File: config.mk
export PLATFORM = sky130hd
export DESIGN_NAME = dpsac_aux_ctrl
export DESIGN_NICKNAME = d
export VERILOG_FILES = /design/src/hdl/dpsac_pkg.sv /design/src/hdl/dpsac_aux_ctrl.sv
export VERILOG_INCLUDE_DIRS = /design/src /design/src/hdl
export SDC_FILE = /design/constraint.sdc
export NUM_CORES = 1
export LEC_CHECK = 0
export BUFFER_PORTS_ARGS = -buffer_cell sky130_fd_sc_hd__buf_2
export CAP_MARGIN = 40
export CELL_PAD_IN_SITES_DETAIL_PLACEMENT = 1
export CELL_PAD_IN_SITES_GLOBAL_PLACEMENT = 2
export CORE_MARGIN = 4
export CORE_UTILIZATION = 48
export DETAILED_ROUTE_END_ITERATION = 12
export PLACE_DENSITY_LB_ADDON = 0.08
export SLEW_MARGIN = 20
export SYNTH_ARGS = -nofsm -noshare
export SYNTH_HDL_FRONTEND = slang
export SYNTH_SLANG_ARGS = --single-unit
File: constraint.sdc
create_clock -name clk -period 8.2 [get_ports clk]
set_input_delay 1.64 -clock clk [delete_from_list [all_inputs] [get_ports clk]]
set_output_delay 1.64 -clock clk [all_outputs]
set_load 0.05 [all_outputs]
File: src/hdl/dpsac_consts.svh
`ifndef DPSAC_CONSTS_SVH
`define DPSAC_CONSTS_SVH
// ==========================================
// timing
`define DPSAC_CLK_MHZ 125
`define DPSAC_DEC_MHZ 16
`define DPSAC_HALF_TICKS 8
`define DPSAC_MID_MIN 12
`define DPSAC_LONG_MIN 20
`define DPSAC_IDLE_TICKS 48
`define DPSAC_SYNC_LATE 36
`define DPSAC_PRE_HALVES 32
`define DPSAC_SYNC_HALVES 8
`define DPSAC_HPD_IRQ_US 750
// ==========================================
// line coding and reply codes
`define DPSAC_ONE_LEVEL 1'b0
`define DPSAC_ACK 8'h00
`define DPSAC_I2C_NACK 8'h40
`define DPSAC_EDID_DEV 7'h50
`define DPSAC_REQ_BYTES 20
// ==========================================
// link parameter byte indices
`define DPSAC_IX_RATE 6'h10
`define DPSAC_IX_LANES 6'h11
`define DPSAC_IX_PATT 6'h12
`define DPSAC_IX_STAT0 6'h22
`define DPSAC_IX_STAT1 6'h23
`define DPSAC_IX_STAT2 6'h24
`endif

File: src/hdl/dpsac_pkg.sv
package dpsac_pkg;
	typedef struct packed {
		logic last;
		logic [7:0] data;
	} dpsac_txw_t;
	typedef struct packed {
		logic sop;
		logic eop;
		logic err;
		logic cha;
		logic [7:0] data;
	} dpsac_dbg_t;
	typedef enum logic [3:0] {RX_IDLE = 4'h1, RX_PRE = 4'h2,
		RX_SYNC = 4'h4, RX_DATA = 4'h8} dpsac_rx_st_t;
	typedef enum logic [4:0] {TX_IDLE = 5'h01, TX_PRE = 5'h02,
		TX_SYNC = 5'h04, TX_DATA = 5'h08, TX_STOP = 5'h10} dpsac_tx_st_t;
	typedef enum logic [6:0] {B_IDLE = 7'h01, B_WR = 7'h02,
		B_HDR = 7'h04, B_RD = 7'h08, B_MRD = 7'h10, B_MLAT = 7'h20,
		B_PUSH = 7'h40} dpsac_bld_st_t;
endpackage

File: src/hdl/dpsac_aux_ctrl.sv
// Function
// the shared aux line is served by a data input, a data output and an output enable.
// incoming Manchester traffic is decoded by a state machine on a 16 MHz enable made by a phase accumulator from the 125 MHz clock.
// the aux state machine serves all link training requests, and identification requests only while the processor control option is off.
// a hot plug interrupt pulse is sent to the source when the main link reports signal loss.
// the connection input means a source is attached and the power input means it is powered.
// hot plug detect stays low while both connection and power inputs are low.
// every sent and received aux byte is copied onto a valid-qualified debug stream.
// identification memory reads and writes follow the aux transactions through the master port.
// the memory port uses an 8-bit byte address and separate 8-bit write and read data.
// memory read data is sampled exactly one cycle after the read is accepted.
// with the processor control option on, the memory port is left idle.
// the management controller is interrupted through a dedicated output.
// debug bytes carry start and end of packet flags and an error flag.
// the debug channel bit is 1 for a reply to the source and 0 for a request.
// a memory transfer is held while wait request is high.
// all logic runs on the one clock and returns to its start state under reset.
// the output enable is high only while a reply is transmitted.
`timescale 1ns/1ps
`include "dpsac_consts.svh"

// ==========================================
// fifo
module dpsac_fifo
	import dpsac_pkg::*;
#(
	parameter int W = 9,
	parameter int D = 4
)(
	input wire logic clk,
	input wire logic reset,
	input wire logic in_valid,
	output logic in_ready,
	input wire logic [W-1:0] in_data,
	output logic out_valid,
	input wire logic out_ready,
	output logic [W-1:0] out_data
);
	localparam int AW = (D > 1) ? $clog2(D) : 1;
	localparam int CW = $clog2(D + 1);
	logic [W-1:0] mem_q [0:D-1];
	logic [AW-1:0] wp_q, rp_q;
	logic [CW-1:0] cnt_q;
	logic wr, rd;
	assign in_ready = cnt_q != CW'(D);
	assign out_valid = cnt_q != '0;
	assign out_data = mem_q[rp_q];
	assign wr = in_valid && in_ready;
	assign rd = out_valid && out_ready;
	always_ff @(posedge clk)
	begin
		if (wr)
			mem_q[wp_q] <= in_data;
	end
	always_ff @(posedge clk)
	begin
		if (reset)
		begin
			wp_q <= '0;
			rp_q <= '0;
			cnt_q <= '0;
		end
		else
		begin
			if (wr)
				wp_q <= (wp_q == AW'(D - 1)) ? '0 : wp_q + AW'(1);
			if (rd)
				rp_q <= (rp_q == AW'(D - 1)) ? '0 : rp_q + AW'(1);
			if (wr && !rd)
				cnt_q <= cnt_q + CW'(1);
			else if (rd && !wr)
				cnt_q <= cnt_q - CW'(1);
		end
	end
endmodule

// ==========================================
// aux controller
module dpsac_aux_ctrl
	import dpsac_pkg::*;
#(
	parameter bit PROCESSOR_CONTROL_OPTION = 1'b0,
	parameter int IRQ_CYCLES = `DPSAC_HPD_IRQ_US * `DPSAC_CLK_MHZ,
	parameter int FIFO_DEPTH = 4
)(
	input wire logic clk,
	input wire logic reset,
	input wire logic aux_in,
	output logic aux_out,
	output logic aux_oe,
	output logic hpd,
	input wire logic cable_detect,
	input wire logic pwr_detect,
	input wire logic link_lost,
	input wire logic [23:0] lane_status,
	output logic [4:0] lane_count,
	output logic [7:0] link_rate,
	output logic [1:0] train_pattern,
	output logic mgmt_irq,
	output logic [31:0] dbg_data,
	output logic dbg_valid,
	output logic dbg_sop,
	output logic dbg_eop,
	output logic dbg_err,
	output logic dbg_cha,
	output logic [7:0] mem_address,
	output logic mem_read,
	output logic mem_write,
	output logic [7:0] mem_writedata,
	input wire logic [7:0] mem_readdata,
	input wire logic mem_waitrequest
);
	localparam int HW = $clog2(IRQ_CYCLES + 1);

	function automatic logic [5:0] sat6(input logic [5:0] v);
		sat6 = (v == 6'h3F) ? v : v + 6'h01;
	endfunction

	function automatic logic [5:0] didx(input logic [19:0] a);
		didx = {a[9:8], a[3:0]};
	endfunction

	// ==========================================
	// 16 MHz enable
	logic [7:0] acc_q, acc_sum;
	logic tick_q;
	assign acc_sum = acc_q + 8'(`DPSAC_DEC_MHZ);
	always_ff @(posedge clk)
	begin
		if (reset)
		begin
			acc_q <= 8'h00;
			tick_q <= 1'b0;
		end
		else if (acc_sum >= 8'(`DPSAC_CLK_MHZ))
		begin
			acc_q <= acc_sum - 8'(`DPSAC_CLK_MHZ);
			tick_q <= 1'b1;
		end
		else
		begin
			acc_q <= acc_sum;
			tick_q <= 1'b0;
		end
	end

	// ==========================================
	// manchester receiver
	dpsac_rx_st_t rx_st_q;
	dpsac_tx_st_t tx_st_q;
	logic smp_q, edge_w, rx_go, rx_byte_q, rx_end_q, rx_err_q;
	logic [5:0] iv_q, mid_q;
	logic [7:0] bsh_q;
	logic [2:0] bcnt_q;
	assign edge_w = tick_q && (aux_in != smp_q);
	assign rx_go = edge_w && rx_st_q == RX_SYNC
		&& iv_q >= 6'(`DPSAC_LONG_MIN);
	always_ff @(posedge clk)
	begin
		if (reset)
			smp_q <= 1'b0;
		else if (tick_q)
			smp_q <= aux_in;
	end
	always_ff @(posedge clk)
	begin
		if (reset)
			iv_q <= 6'h00;
		else if (tick_q)
			iv_q <= edge_w ? 6'h00 : sat6(iv_q);
	end
	always_ff @(posedge clk)
	begin
		rx_byte_q <= 1'b0;
		rx_end_q <= 1'b0;
		rx_err_q <= 1'b0;
		if (reset)
		begin
			rx_st_q <= RX_IDLE;
			mid_q <= 6'h00;
			bsh_q <= 8'h00;
			bcnt_q <= 3'h0;
		end
		else if (tick_q)
		begin
			mid_q <= sat6(mid_q);
			case (rx_st_q)
				RX_IDLE:
					if (edge_w && tx_st_q == TX_IDLE)
						rx_st_q <= RX_PRE;
				RX_PRE:
					if (edge_w && iv_q >= 6'(`DPSAC_LONG_MIN))
						rx_st_q <= RX_SYNC;
					else if (iv_q >= 6'(`DPSAC_IDLE_TICKS))
						rx_st_q <= RX_IDLE;
				RX_SYNC:
					if (rx_go)
					begin
						rx_st_q <= RX_DATA;
						mid_q <= 6'(`DPSAC_HALF_TICKS);
						bcnt_q <= 3'h0;
						// late edge: mid edge of a leading zero bit
						if (iv_q >= 6'(`DPSAC_SYNC_LATE))
						begin
							mid_q <= 6'h00;
							bsh_q <= {bsh_q[6:0], aux_in == `DPSAC_ONE_LEVEL};
							bcnt_q <= 3'h1;
						end
					end
					else if (edge_w || iv_q >= 6'(`DPSAC_IDLE_TICKS))
						rx_st_q <= RX_IDLE;
				RX_DATA:
					if (edge_w && iv_q >= 6'(`DPSAC_LONG_MIN))
					begin
						rx_st_q <= RX_IDLE;
						rx_end_q <= 1'b1;
						rx_err_q <= bcnt_q != 3'h0;
					end
					else if (edge_w && mid_q >= 6'(`DPSAC_MID_MIN))
					begin
						mid_q <= 6'h00;
						bsh_q <= {bsh_q[6:0], aux_in == `DPSAC_ONE_LEVEL};
						bcnt_q <= bcnt_q + 3'h1;
						rx_byte_q <= bcnt_q == 3'h7;
					end
					else if (iv_q >= 6'(`DPSAC_IDLE_TICKS))
					begin
						rx_st_q <= RX_IDLE;
						rx_end_q <= 1'b1;
						rx_err_q <= 1'b1;
					end
				default:
					rx_st_q <= RX_IDLE;
			endcase
		end
	end

	// ==========================================
	// request capture
	logic [7:0] req_q [0:`DPSAC_REQ_BYTES-1];
	logic [4:0] rx_n_q;
	always_ff @(posedge clk)
	begin
		if (reset)
			rx_n_q <= 5'h00;
		else if (rx_go)
			rx_n_q <= 5'h00;
		else if (rx_byte_q && rx_n_q < 5'(`DPSAC_REQ_BYTES))
		begin
			req_q[rx_n_q] <= bsh_q;
			rx_n_q <= rx_n_q + 5'h01;
		end
	end

	// ==========================================
	// reply builder and services
	dpsac_bld_st_t b_st_q;
	dpsac_txw_t fin_data, tx_w;
	logic [19:0] addr_w;
	logic [4:0] len_w, cnt_q, i_q;
	logic [5:0] ptr_q;
	logic [7:0] hdr_q, eoff_q, rdat_q, dp_rd;
	logic native_w, edid_ok, native_q, rd_q, fin_valid, fin_ready;
	logic [7:0] dpcd_q [0:63];
	assign addr_w = {req_q[0][3:0], req_q[1], req_q[2]};
	assign native_w = req_q[0][7];
	assign len_w = 5'(req_q[3][3:0]) + 5'h01;
	assign edid_ok = !native_w && !PROCESSOR_CONTROL_OPTION
		&& addr_w[6:0] == `DPSAC_EDID_DEV;
	always_comb
	begin
		case (ptr_q)
			`DPSAC_IX_STAT0: dp_rd = lane_status[7:0];
			`DPSAC_IX_STAT1: dp_rd = lane_status[15:8];
			`DPSAC_IX_STAT2: dp_rd = lane_status[23:16];
			default: dp_rd = dpcd_q[ptr_q];
		endcase
	end
	assign mem_read = b_st_q == B_MRD;
	assign mem_write = b_st_q == B_WR && !native_q && cnt_q != 5'h00
		&& i_q != 5'h04;
	assign mem_address = eoff_q;
	assign mem_writedata = req_q[i_q];
	assign fin_valid = b_st_q == B_HDR || b_st_q == B_PUSH
		|| (b_st_q == B_RD && native_q);
	always_comb
	begin
		fin_data = '{last: cnt_q == 5'h01, data: rdat_q};
		if (b_st_q == B_HDR)
			fin_data = '{last: !rd_q || cnt_q == 5'h00, data: hdr_q};
		else if (b_st_q == B_RD)
			fin_data.data = dp_rd;
	end
	always_ff @(posedge clk)
	begin
		if (reset)
		begin
			b_st_q <= B_IDLE;
			cnt_q <= 5'h00;
			i_q <= 5'h00;
			ptr_q <= 6'h00;
			hdr_q <= `DPSAC_ACK;
			eoff_q <= 8'h00;
			rdat_q <= 8'h00;
			native_q <= 1'b0;
			rd_q <= 1'b0;
		end
		else
			case (b_st_q)
				B_IDLE:
					if (rx_end_q && !rx_err_q && rx_n_q != 5'h00)
					begin
						native_q <= native_w;
						rd_q <= req_q[0][4];
						ptr_q <= didx(addr_w);
						i_q <= 5'h04;
						hdr_q <= (native_w || edid_ok) ? `DPSAC_ACK
							: `DPSAC_I2C_NACK;
						b_st_q <= req_q[0][4] ? B_HDR : B_WR;
						if (!native_w && !edid_ok)
							cnt_q <= 5'h00;
						else if (req_q[0][4])
							cnt_q <= (rx_n_q >= 5'h04) ? len_w : 5'h00;
						else
							cnt_q <= (rx_n_q > 5'h04) ? rx_n_q - 5'h04 : 5'h00;
					end
				B_WR:
					if (cnt_q == 5'h00)
						b_st_q <= B_HDR;
					else if (native_q)
					begin
						ptr_q <= ptr_q + 6'h01;
						i_q <= i_q + 5'h01;
						cnt_q <= cnt_q - 5'h01;
					end
					else if (i_q == 5'h04)
					begin
						eoff_q <= req_q[4];
						i_q <= i_q + 5'h01;
						cnt_q <= cnt_q - 5'h01;
					end
					else if (!mem_waitrequest)
					begin
						eoff_q <= eoff_q + 8'h01;
						i_q <= i_q + 5'h01;
						cnt_q <= cnt_q - 5'h01;
					end
				B_HDR:
					if (fin_ready)
						b_st_q <= fin_data.last ? B_IDLE : B_RD;
				B_RD:
					if (!native_q)
						b_st_q <= B_MRD;
					else if (fin_ready)
					begin
						ptr_q <= ptr_q + 6'h01;
						cnt_q <= cnt_q - 5'h01;
						if (cnt_q == 5'h01)
							b_st_q <= B_IDLE;
					end
				B_MRD:
					if (!mem_waitrequest)
						b_st_q <= B_MLAT;
				B_MLAT:
				begin
					rdat_q <= mem_readdata;
					eoff_q <= eoff_q + 8'h01;
					b_st_q <= B_PUSH;
				end
				B_PUSH:
					if (fin_ready)
					begin
						cnt_q <= cnt_q - 5'h01;
						b_st_q <= (cnt_q == 5'h01) ? B_IDLE : B_MRD;
					end
				default:
					b_st_q <= B_IDLE;
			endcase
	end

	// ==========================================
	// link parameters and management interrupt
	logic irq_q, lost_q, present;
	logic [HW-1:0] hcnt_q;
	always_ff @(posedge clk)
	begin
		if (reset)
		begin
			for (int k = 0; k < 64; k++)
				dpcd_q[k] <= 8'h00;
		end
		else if (b_st_q == B_WR && native_q && cnt_q != 5'h00)
			dpcd_q[ptr_q] <= req_q[i_q];
	end
	assign link_rate = dpcd_q[`DPSAC_IX_RATE];
	assign lane_count = dpcd_q[`DPSAC_IX_LANES][4:0];
	assign train_pattern = dpcd_q[`DPSAC_IX_PATT][1:0];
	always_ff @(posedge clk)
	begin
		if (reset)
			irq_q <= 1'b0;
		else
			irq_q <= (b_st_q == B_WR && native_q && cnt_q != 5'h00
				&& ptr_q[5:4] == 2'h1) || hcnt_q == HW'(IRQ_CYCLES);
	end
	assign mgmt_irq = irq_q;

	// ==========================================
	// hot plug detect
	logic hpd_q;
	assign present = cable_detect || pwr_detect;
	always_ff @(posedge clk)
	begin
		if (reset)
		begin
			lost_q <= 1'b0;
			hcnt_q <= '0;
			hpd_q <= 1'b0;
		end
		else
		begin
			lost_q <= link_lost;
			if (link_lost && !lost_q && present)
				hcnt_q <= HW'(IRQ_CYCLES);
			else if (hcnt_q != '0)
				hcnt_q <= hcnt_q - HW'(1);
			hpd_q <= present && hcnt_q == '0;
		end
	end
	assign hpd = hpd_q;

	// ==========================================
	// reply fifo and manchester transmitter
	logic tx_v, tx_pop, out_q, oe_q, tlast_q, tx_first_q, half_end;
	logic [2:0] hc_q;
	logic [4:0] hn_q;
	logic [7:0] tsh_q;
	dpsac_fifo #(.W(9), .D(FIFO_DEPTH)) u_fifo (
		.clk(clk),
		.reset(reset),
		.in_valid(fin_valid),
		.in_ready(fin_ready),
		.in_data(fin_data),
		.out_valid(tx_v),
		.out_ready(tx_pop),
		.out_data(tx_w)
	);
	assign half_end = tick_q && hc_q == 3'(`DPSAC_HALF_TICKS - 1);
	assign tx_pop = half_end && tx_v && ((tx_st_q == TX_SYNC
		&& hn_q == 5'(`DPSAC_SYNC_HALVES - 1)) || (tx_st_q == TX_DATA
		&& hn_q == 5'h0F && !tlast_q));
	always_ff @(posedge clk)
	begin
		if (reset)
		begin
			tx_st_q <= TX_IDLE;
			hc_q <= 3'h0;
			hn_q <= 5'h00;
			oe_q <= 1'b0;
			out_q <= 1'b0;
			tsh_q <= 8'h00;
			tlast_q <= 1'b0;
		end
		else if (tx_st_q == TX_IDLE)
		begin
			out_q <= 1'b0;
			if (tx_v && rx_st_q == RX_IDLE && !edge_w)
			begin
				tx_st_q <= TX_PRE;
				hc_q <= 3'h0;
				hn_q <= 5'h00;
				oe_q <= 1'b1;
			end
		end
		else if (tick_q)
		begin
			hc_q <= hc_q + 3'h1;
			if (hc_q == 3'h0)
				case (tx_st_q)
					TX_PRE: out_q <= ~hn_q[0];
					TX_DATA: out_q <= tsh_q[~hn_q[3:1]] ^ hn_q[0];
					default: out_q <= hn_q < 5'h04;
				endcase
			if (half_end)
			begin
				hn_q <= hn_q + 5'h01;
				case (tx_st_q)
					TX_PRE:
						if (hn_q == 5'(`DPSAC_PRE_HALVES - 1))
						begin
							tx_st_q <= TX_SYNC;
							hn_q <= 5'h00;
						end
					TX_SYNC, TX_DATA:
						if (tx_pop)
						begin
							tx_st_q <= TX_DATA;
							hn_q <= 5'h00;
							tsh_q <= tx_w.data;
							tlast_q <= tx_w.last;
						end
						else if (tx_st_q == TX_SYNC ? hn_q == 5'h07
							: hn_q == 5'h0F)
						begin
							tx_st_q <= TX_STOP;
							hn_q <= 5'h00;
						end
					TX_STOP:
						if (hn_q == 5'(`DPSAC_SYNC_HALVES - 1))
						begin
							tx_st_q <= TX_IDLE;
							oe_q <= 1'b0;
						end
					default:
						tx_st_q <= TX_IDLE;
				endcase
			end
		end
	end
	assign aux_out = out_q;
	assign aux_oe = oe_q;

	// ==========================================
	// debug stream
	dpsac_dbg_t pend_q, dbg_q;
	logic pend_v_q, rx_first_q, dbg_v_q;
	always_ff @(posedge clk)
	begin
		dbg_v_q <= 1'b0;
		if (reset)
		begin
			pend_q <= '0;
			dbg_q <= '0;
			pend_v_q <= 1'b0;
			rx_first_q <= 1'b0;
			tx_first_q <= 1'b0;
		end
		else
		begin
			if (rx_go)
				rx_first_q <= 1'b1;
			if (tx_st_q == TX_PRE)
				tx_first_q <= 1'b1;
			if (tx_pop)
			begin
				dbg_v_q <= 1'b1;
				dbg_q <= '{sop: tx_first_q, eop: tx_w.last, err: 1'b0,
					cha: 1'b1, data: tx_w.data};
				tx_first_q <= 1'b0;
			end
			else if (rx_byte_q)
			begin
				dbg_v_q <= pend_v_q;
				dbg_q <= pend_q;
				pend_q <= '{sop: rx_first_q, eop: 1'b0, err: 1'b0,
					cha: 1'b0, data: bsh_q};
				pend_v_q <= 1'b1;
				rx_first_q <= 1'b0;
			end
			else if (rx_end_q)
			begin
				dbg_v_q <= pend_v_q;
				dbg_q <= pend_q;
				dbg_q.eop <= 1'b1;
				dbg_q.err <= rx_err_q;
				pend_v_q <= 1'b0;
			end
		end
	end
	assign dbg_valid = dbg_v_q;
	assign dbg_data = {24'h000000, dbg_q.data};
	assign dbg_sop = dbg_q.sop;
	assign dbg_eop = dbg_q.eop;
	assign dbg_err = dbg_q.err;
	assign dbg_cha = dbg_q.cha;
endmodule

==> flow_metrics.py <==
metrics = {
    "clocking": {
        "h-tree-depth": 3,
        "cts_buffers": 99,
        "clock_latency_ns": 0.69,
        "postCtsSetupBuffers": 0,
        "clkSinkCount": 916,
        "cts_resized": 0,
        "cts-root-buf": "clkbuf_16",
        "cts_tree": "yes",
        "clk_pin_slew_ns": 0.06,
        "hold_buffers": 0,
        "clk_path_buf_depth": 3,
    },
    "synth": {
        "netlist_area_um2": 41020,
        "yosys-top-cells-area": "edfxtp_1 (54%), mux4_2 (11%), dfxtp_1 (8.6%)",
        "synth_top_area_share_pct": 54.17,
        "yosysTopAreaCell": "edfxtp_1",
        "syn_inst": 3094,
        "synth_ff_type": "edfxtp_1",
        "ys_warn_count": 0,
        "synth_edf_count": 740,
        "ys_ff_latch": 916,
        "ys_types": 91,
        "ys_seq_area_share_pct": 62.76,
        "ys_async_sr_fraction_pct": 0,
        "avgSynthCellArea_um2": 13.26,
    },
    "setup_path": {
        "cp.buffers_inverters": 5,
        "rr_worst_depth": 7,
        "crit_arrival_ns": 4.05,
        "cp_max_fo": 34,
        "cp-start-kind": "flop",
        "crit_family": "buffers and inverters",
        "endpoint_kind": "output pin",
        "max_stage_delay_ns": 0.69,
        "cpMaxStageDelayCell": "dfxtp_2",
        "r2r-end": "dpcd_q[21][7]",
        "critPathRequiredTime_ns": 6.56,
        "r2r_slack_ns": 4.06,
        "path_class": "reg2out",
        "worstPathCellList": "buf_12, buf_4, mux4_2, mux4_2, o21ai_4, buf_4, inv_1, buf_2",
    },
    "die": {
        "dieArea_um2": 90200,
        "initial_core_util_pct": 48.71,
        "die_h_um": 300.3,
        "io_pins": 113,
        "die_w_um": 300.3,
        "num_rows": 106,
        "coreArea_um2": 84220,
    },
    "timing": {
        "max_clock_freq_ghz": 0.1757,
        "drv_slew": 0,
        "finalWorstSetupSlack_ns": 2.508,
        "finalSetupViolations": 0,
        "fin_setup_tns_ns": 0,
        "slew_headroom_pct": 40.72,
        "period_needed_ns": 5.692,
        "fin_hold_ws_ns": 0.4600,
        "hold_violations": 0,
        "max_slew.worst_pin.slew_ns": 0.8769,
        "finalCritPeriodShare_pct": 69.42,
        "fin_skew_ns": 0.04503,
        "rsz0062_at_grt": "no",
    },
    "worst_hold_path": {
        "hp-class": "reg2reg",
        "hold_end": "tsh_q[4]",
        "hold_path_startpoint": "tsh_q[4]",
        "hold_depth": 2,
    },
    "pwr": {
        "sw_frac_of_total_pct": 27.08,
        "p_per_area_nw_per_um2": 258.7,
        "internal-power_uw": 8683,
        "peakVddDrop_uv": 200.0,
        "pwr-share-clk_pct": 38.4,
        "leakage_uw": 0.01582,
        "p_switching_uw": 3225,
        "seqPwrFrac_pct": 45.2,
        "power_frac_comb_pct": 16.5,
    },
    "place": {
        "placed_area_um2": 42470,
        "globalplace.congestion": 0.8422,
        "post-dp-hpwl_mm": 78.05,
        "io_buffers": 88,
        "place_ws_ns": 3.125,
    },
    "finish": {
        "layout_commonest_cell": "edfxtp_1",
        "postLayoutCellArea_um2": 46030,
        "num-fill-cells": 8254,
        "n_antenna_cell": 0,
        "syn_to_final_growth_pct": 12.21,
        "drive_gt1_share_pct": 18.64,
        "final_util_pct": 54.66,
        "layout.nets": 3270,
        "final_cell_mix": "edfxtp_1 (740), nor2_1 (658), nand2_1 (282)",
    },
    "route": {
        "drtIter0Drc": 2560,
        "drc": 0,
        "drt-total-wl_mm": 116.8,
        "route.detailed.wl_per_inst_um": 26.55,
        "final_antenna_net_count": 0,
        "viasPerCell": 5.927,
        "num_vias": 26090,
        "drtPass1Iterations": 6,
    },
    "global_routing": {
        "grt_max_degree": 93,
        "gr-total-overflow": 0,
        "grt_pass1_wl_mm": 175.6,
        "antenna_found_initial": 3,
        "first_global_vias": 27170,
        "track_usage_pct": 25.94,
    },
    "status": {
        "status": "finished clean",
    },
    "job": {
        "maxCapViolations": 0,
    },
}
## state kept, by name, summed over array words and instances, names as in the netlist, 6 cells and up, named ones only
register	cells
mem_address	8
u_fifo.mem_q	36
dbg_data	8
hcnt_q	17
bsh_q	8
mid_q	6
dpcd_q	512
acc_q	8
tsh_q	8
iv_q	6
rdat_q	8
req_q	192
ptr_q	6
pend_q	9
b_st_q	7
## cells by family after synthesis
family | after synthesis | share of synthesized area, %
xor+xnor | 37 | 0.7900
buf+inv | 286 | 3.736
fa+ha+maj | 44 | 1.360
mux | 290 | 13.41
other cells | 1 | 0.009142
compound gates | 320 | 5.033
simple gates | 1200 | 12.90
flops | 916 | 62.76
## through the flow
| stage | std cells | power, µW |
|---|---|---|
| 2_1_floorplan | 3149 | 6872 |
| 3_3_place_gp | 4177 | 7346 |
| 3_5_place_dp | 4198 | 7420 |
| 4_1_cts | 4379 | 12000 |
| 5_1_grt | 4401 | 12370 |
| 6_report | 4401 | 11910 |
## routing by layer
layer | global-route usage, % | up-vias | part of all wire [%]
met2 | 42.47 | 852 | 48
li1 | - | 11500 | -
met3 | 4.578 | 161 | 6.8
met1 | 36.20 | 13570 | 42
met4 | 6.881 | 0 | 2.5
met5 | 0 | - | 0
## cells in the mapped netlist (10+ instances only)
cell type    n
a21oi_1    114
a311oi_1    10
a31oi_1     12
and2_1      12
and3_1      14
buf_1       10
buf_2       57
buf_4       79
buf_6       12
clkbuf_1    70
dfxtp_1    176
edfxtp_1   740
ha_1        43
inv_1       56
mux2_2      17
mux2i_1     67
mux4_2     206
nand2_1    282
nand2_2     16
nand2b_1    13
nand3_1     50
nand4_1     10
nor2_1     660
nor2b_1     13
nor3_1      35
nor3b_1     11
o211ai_1    13
o21ai_0     52
o21ai_1     12
or3_1       14
xnor2_1     22
xor2_1      15
## cell type report
type / instances / area [µm²] / share of cell area (%)
repair buffers: 166 / 1227 / 2.667
flip-flops and latches: 916 / 25760 / 55.96
multi-input cells: 1947 / 14070 / 30.56
well taps: 1134 / 1419 / 3.082
clock inverters: 53 / 619.3 / 1.346
clock buffers: 128 / 2725 / 5.920
inverters: 57 / 214.0 / 0.4648
## power by group through the flow
| stage | Sequential [µW] | Clock, µW | Combinational (µW) |
|---|---|---|---|
| 3_3_place_gp | 5530 | 0 | 1820 |
| 2_1_floorplan | 5350 | 0 | 1520 |
| 5_1_grt | 5410 | 4860 | 2100 |
| 3_5_place_dp | 5490 | 0 | 1930 |
| 4_1_cts | 5400 | 4660 | 1940 |
| 6_report | 5380 | 4570 | 1960 |
## tightest hold or removal path: stages, from the launching register on
cell     delay [ns]
dfxtp_1        0.31
nand2_1        0.05
a21oi_1        0.06
## worst max-delay path by stage
stage	depth (start not counted)	end	start	slack (ns)
after floorplan	8	mem_writedata[5]	flop	4.16
after global placement	7	mem_writedata[3]	flop	2.86
after detailed placement	8	mem_writedata[3]	flop	3.12
after CTS	8	mem_writedata[3]	flop	2.38
after global routing	8	mem_writedata[3]	flop	2.25
final	8	mem_writedata[3]	flop	2.51
No activity file was read; power rests on OpenSTA's default activity.
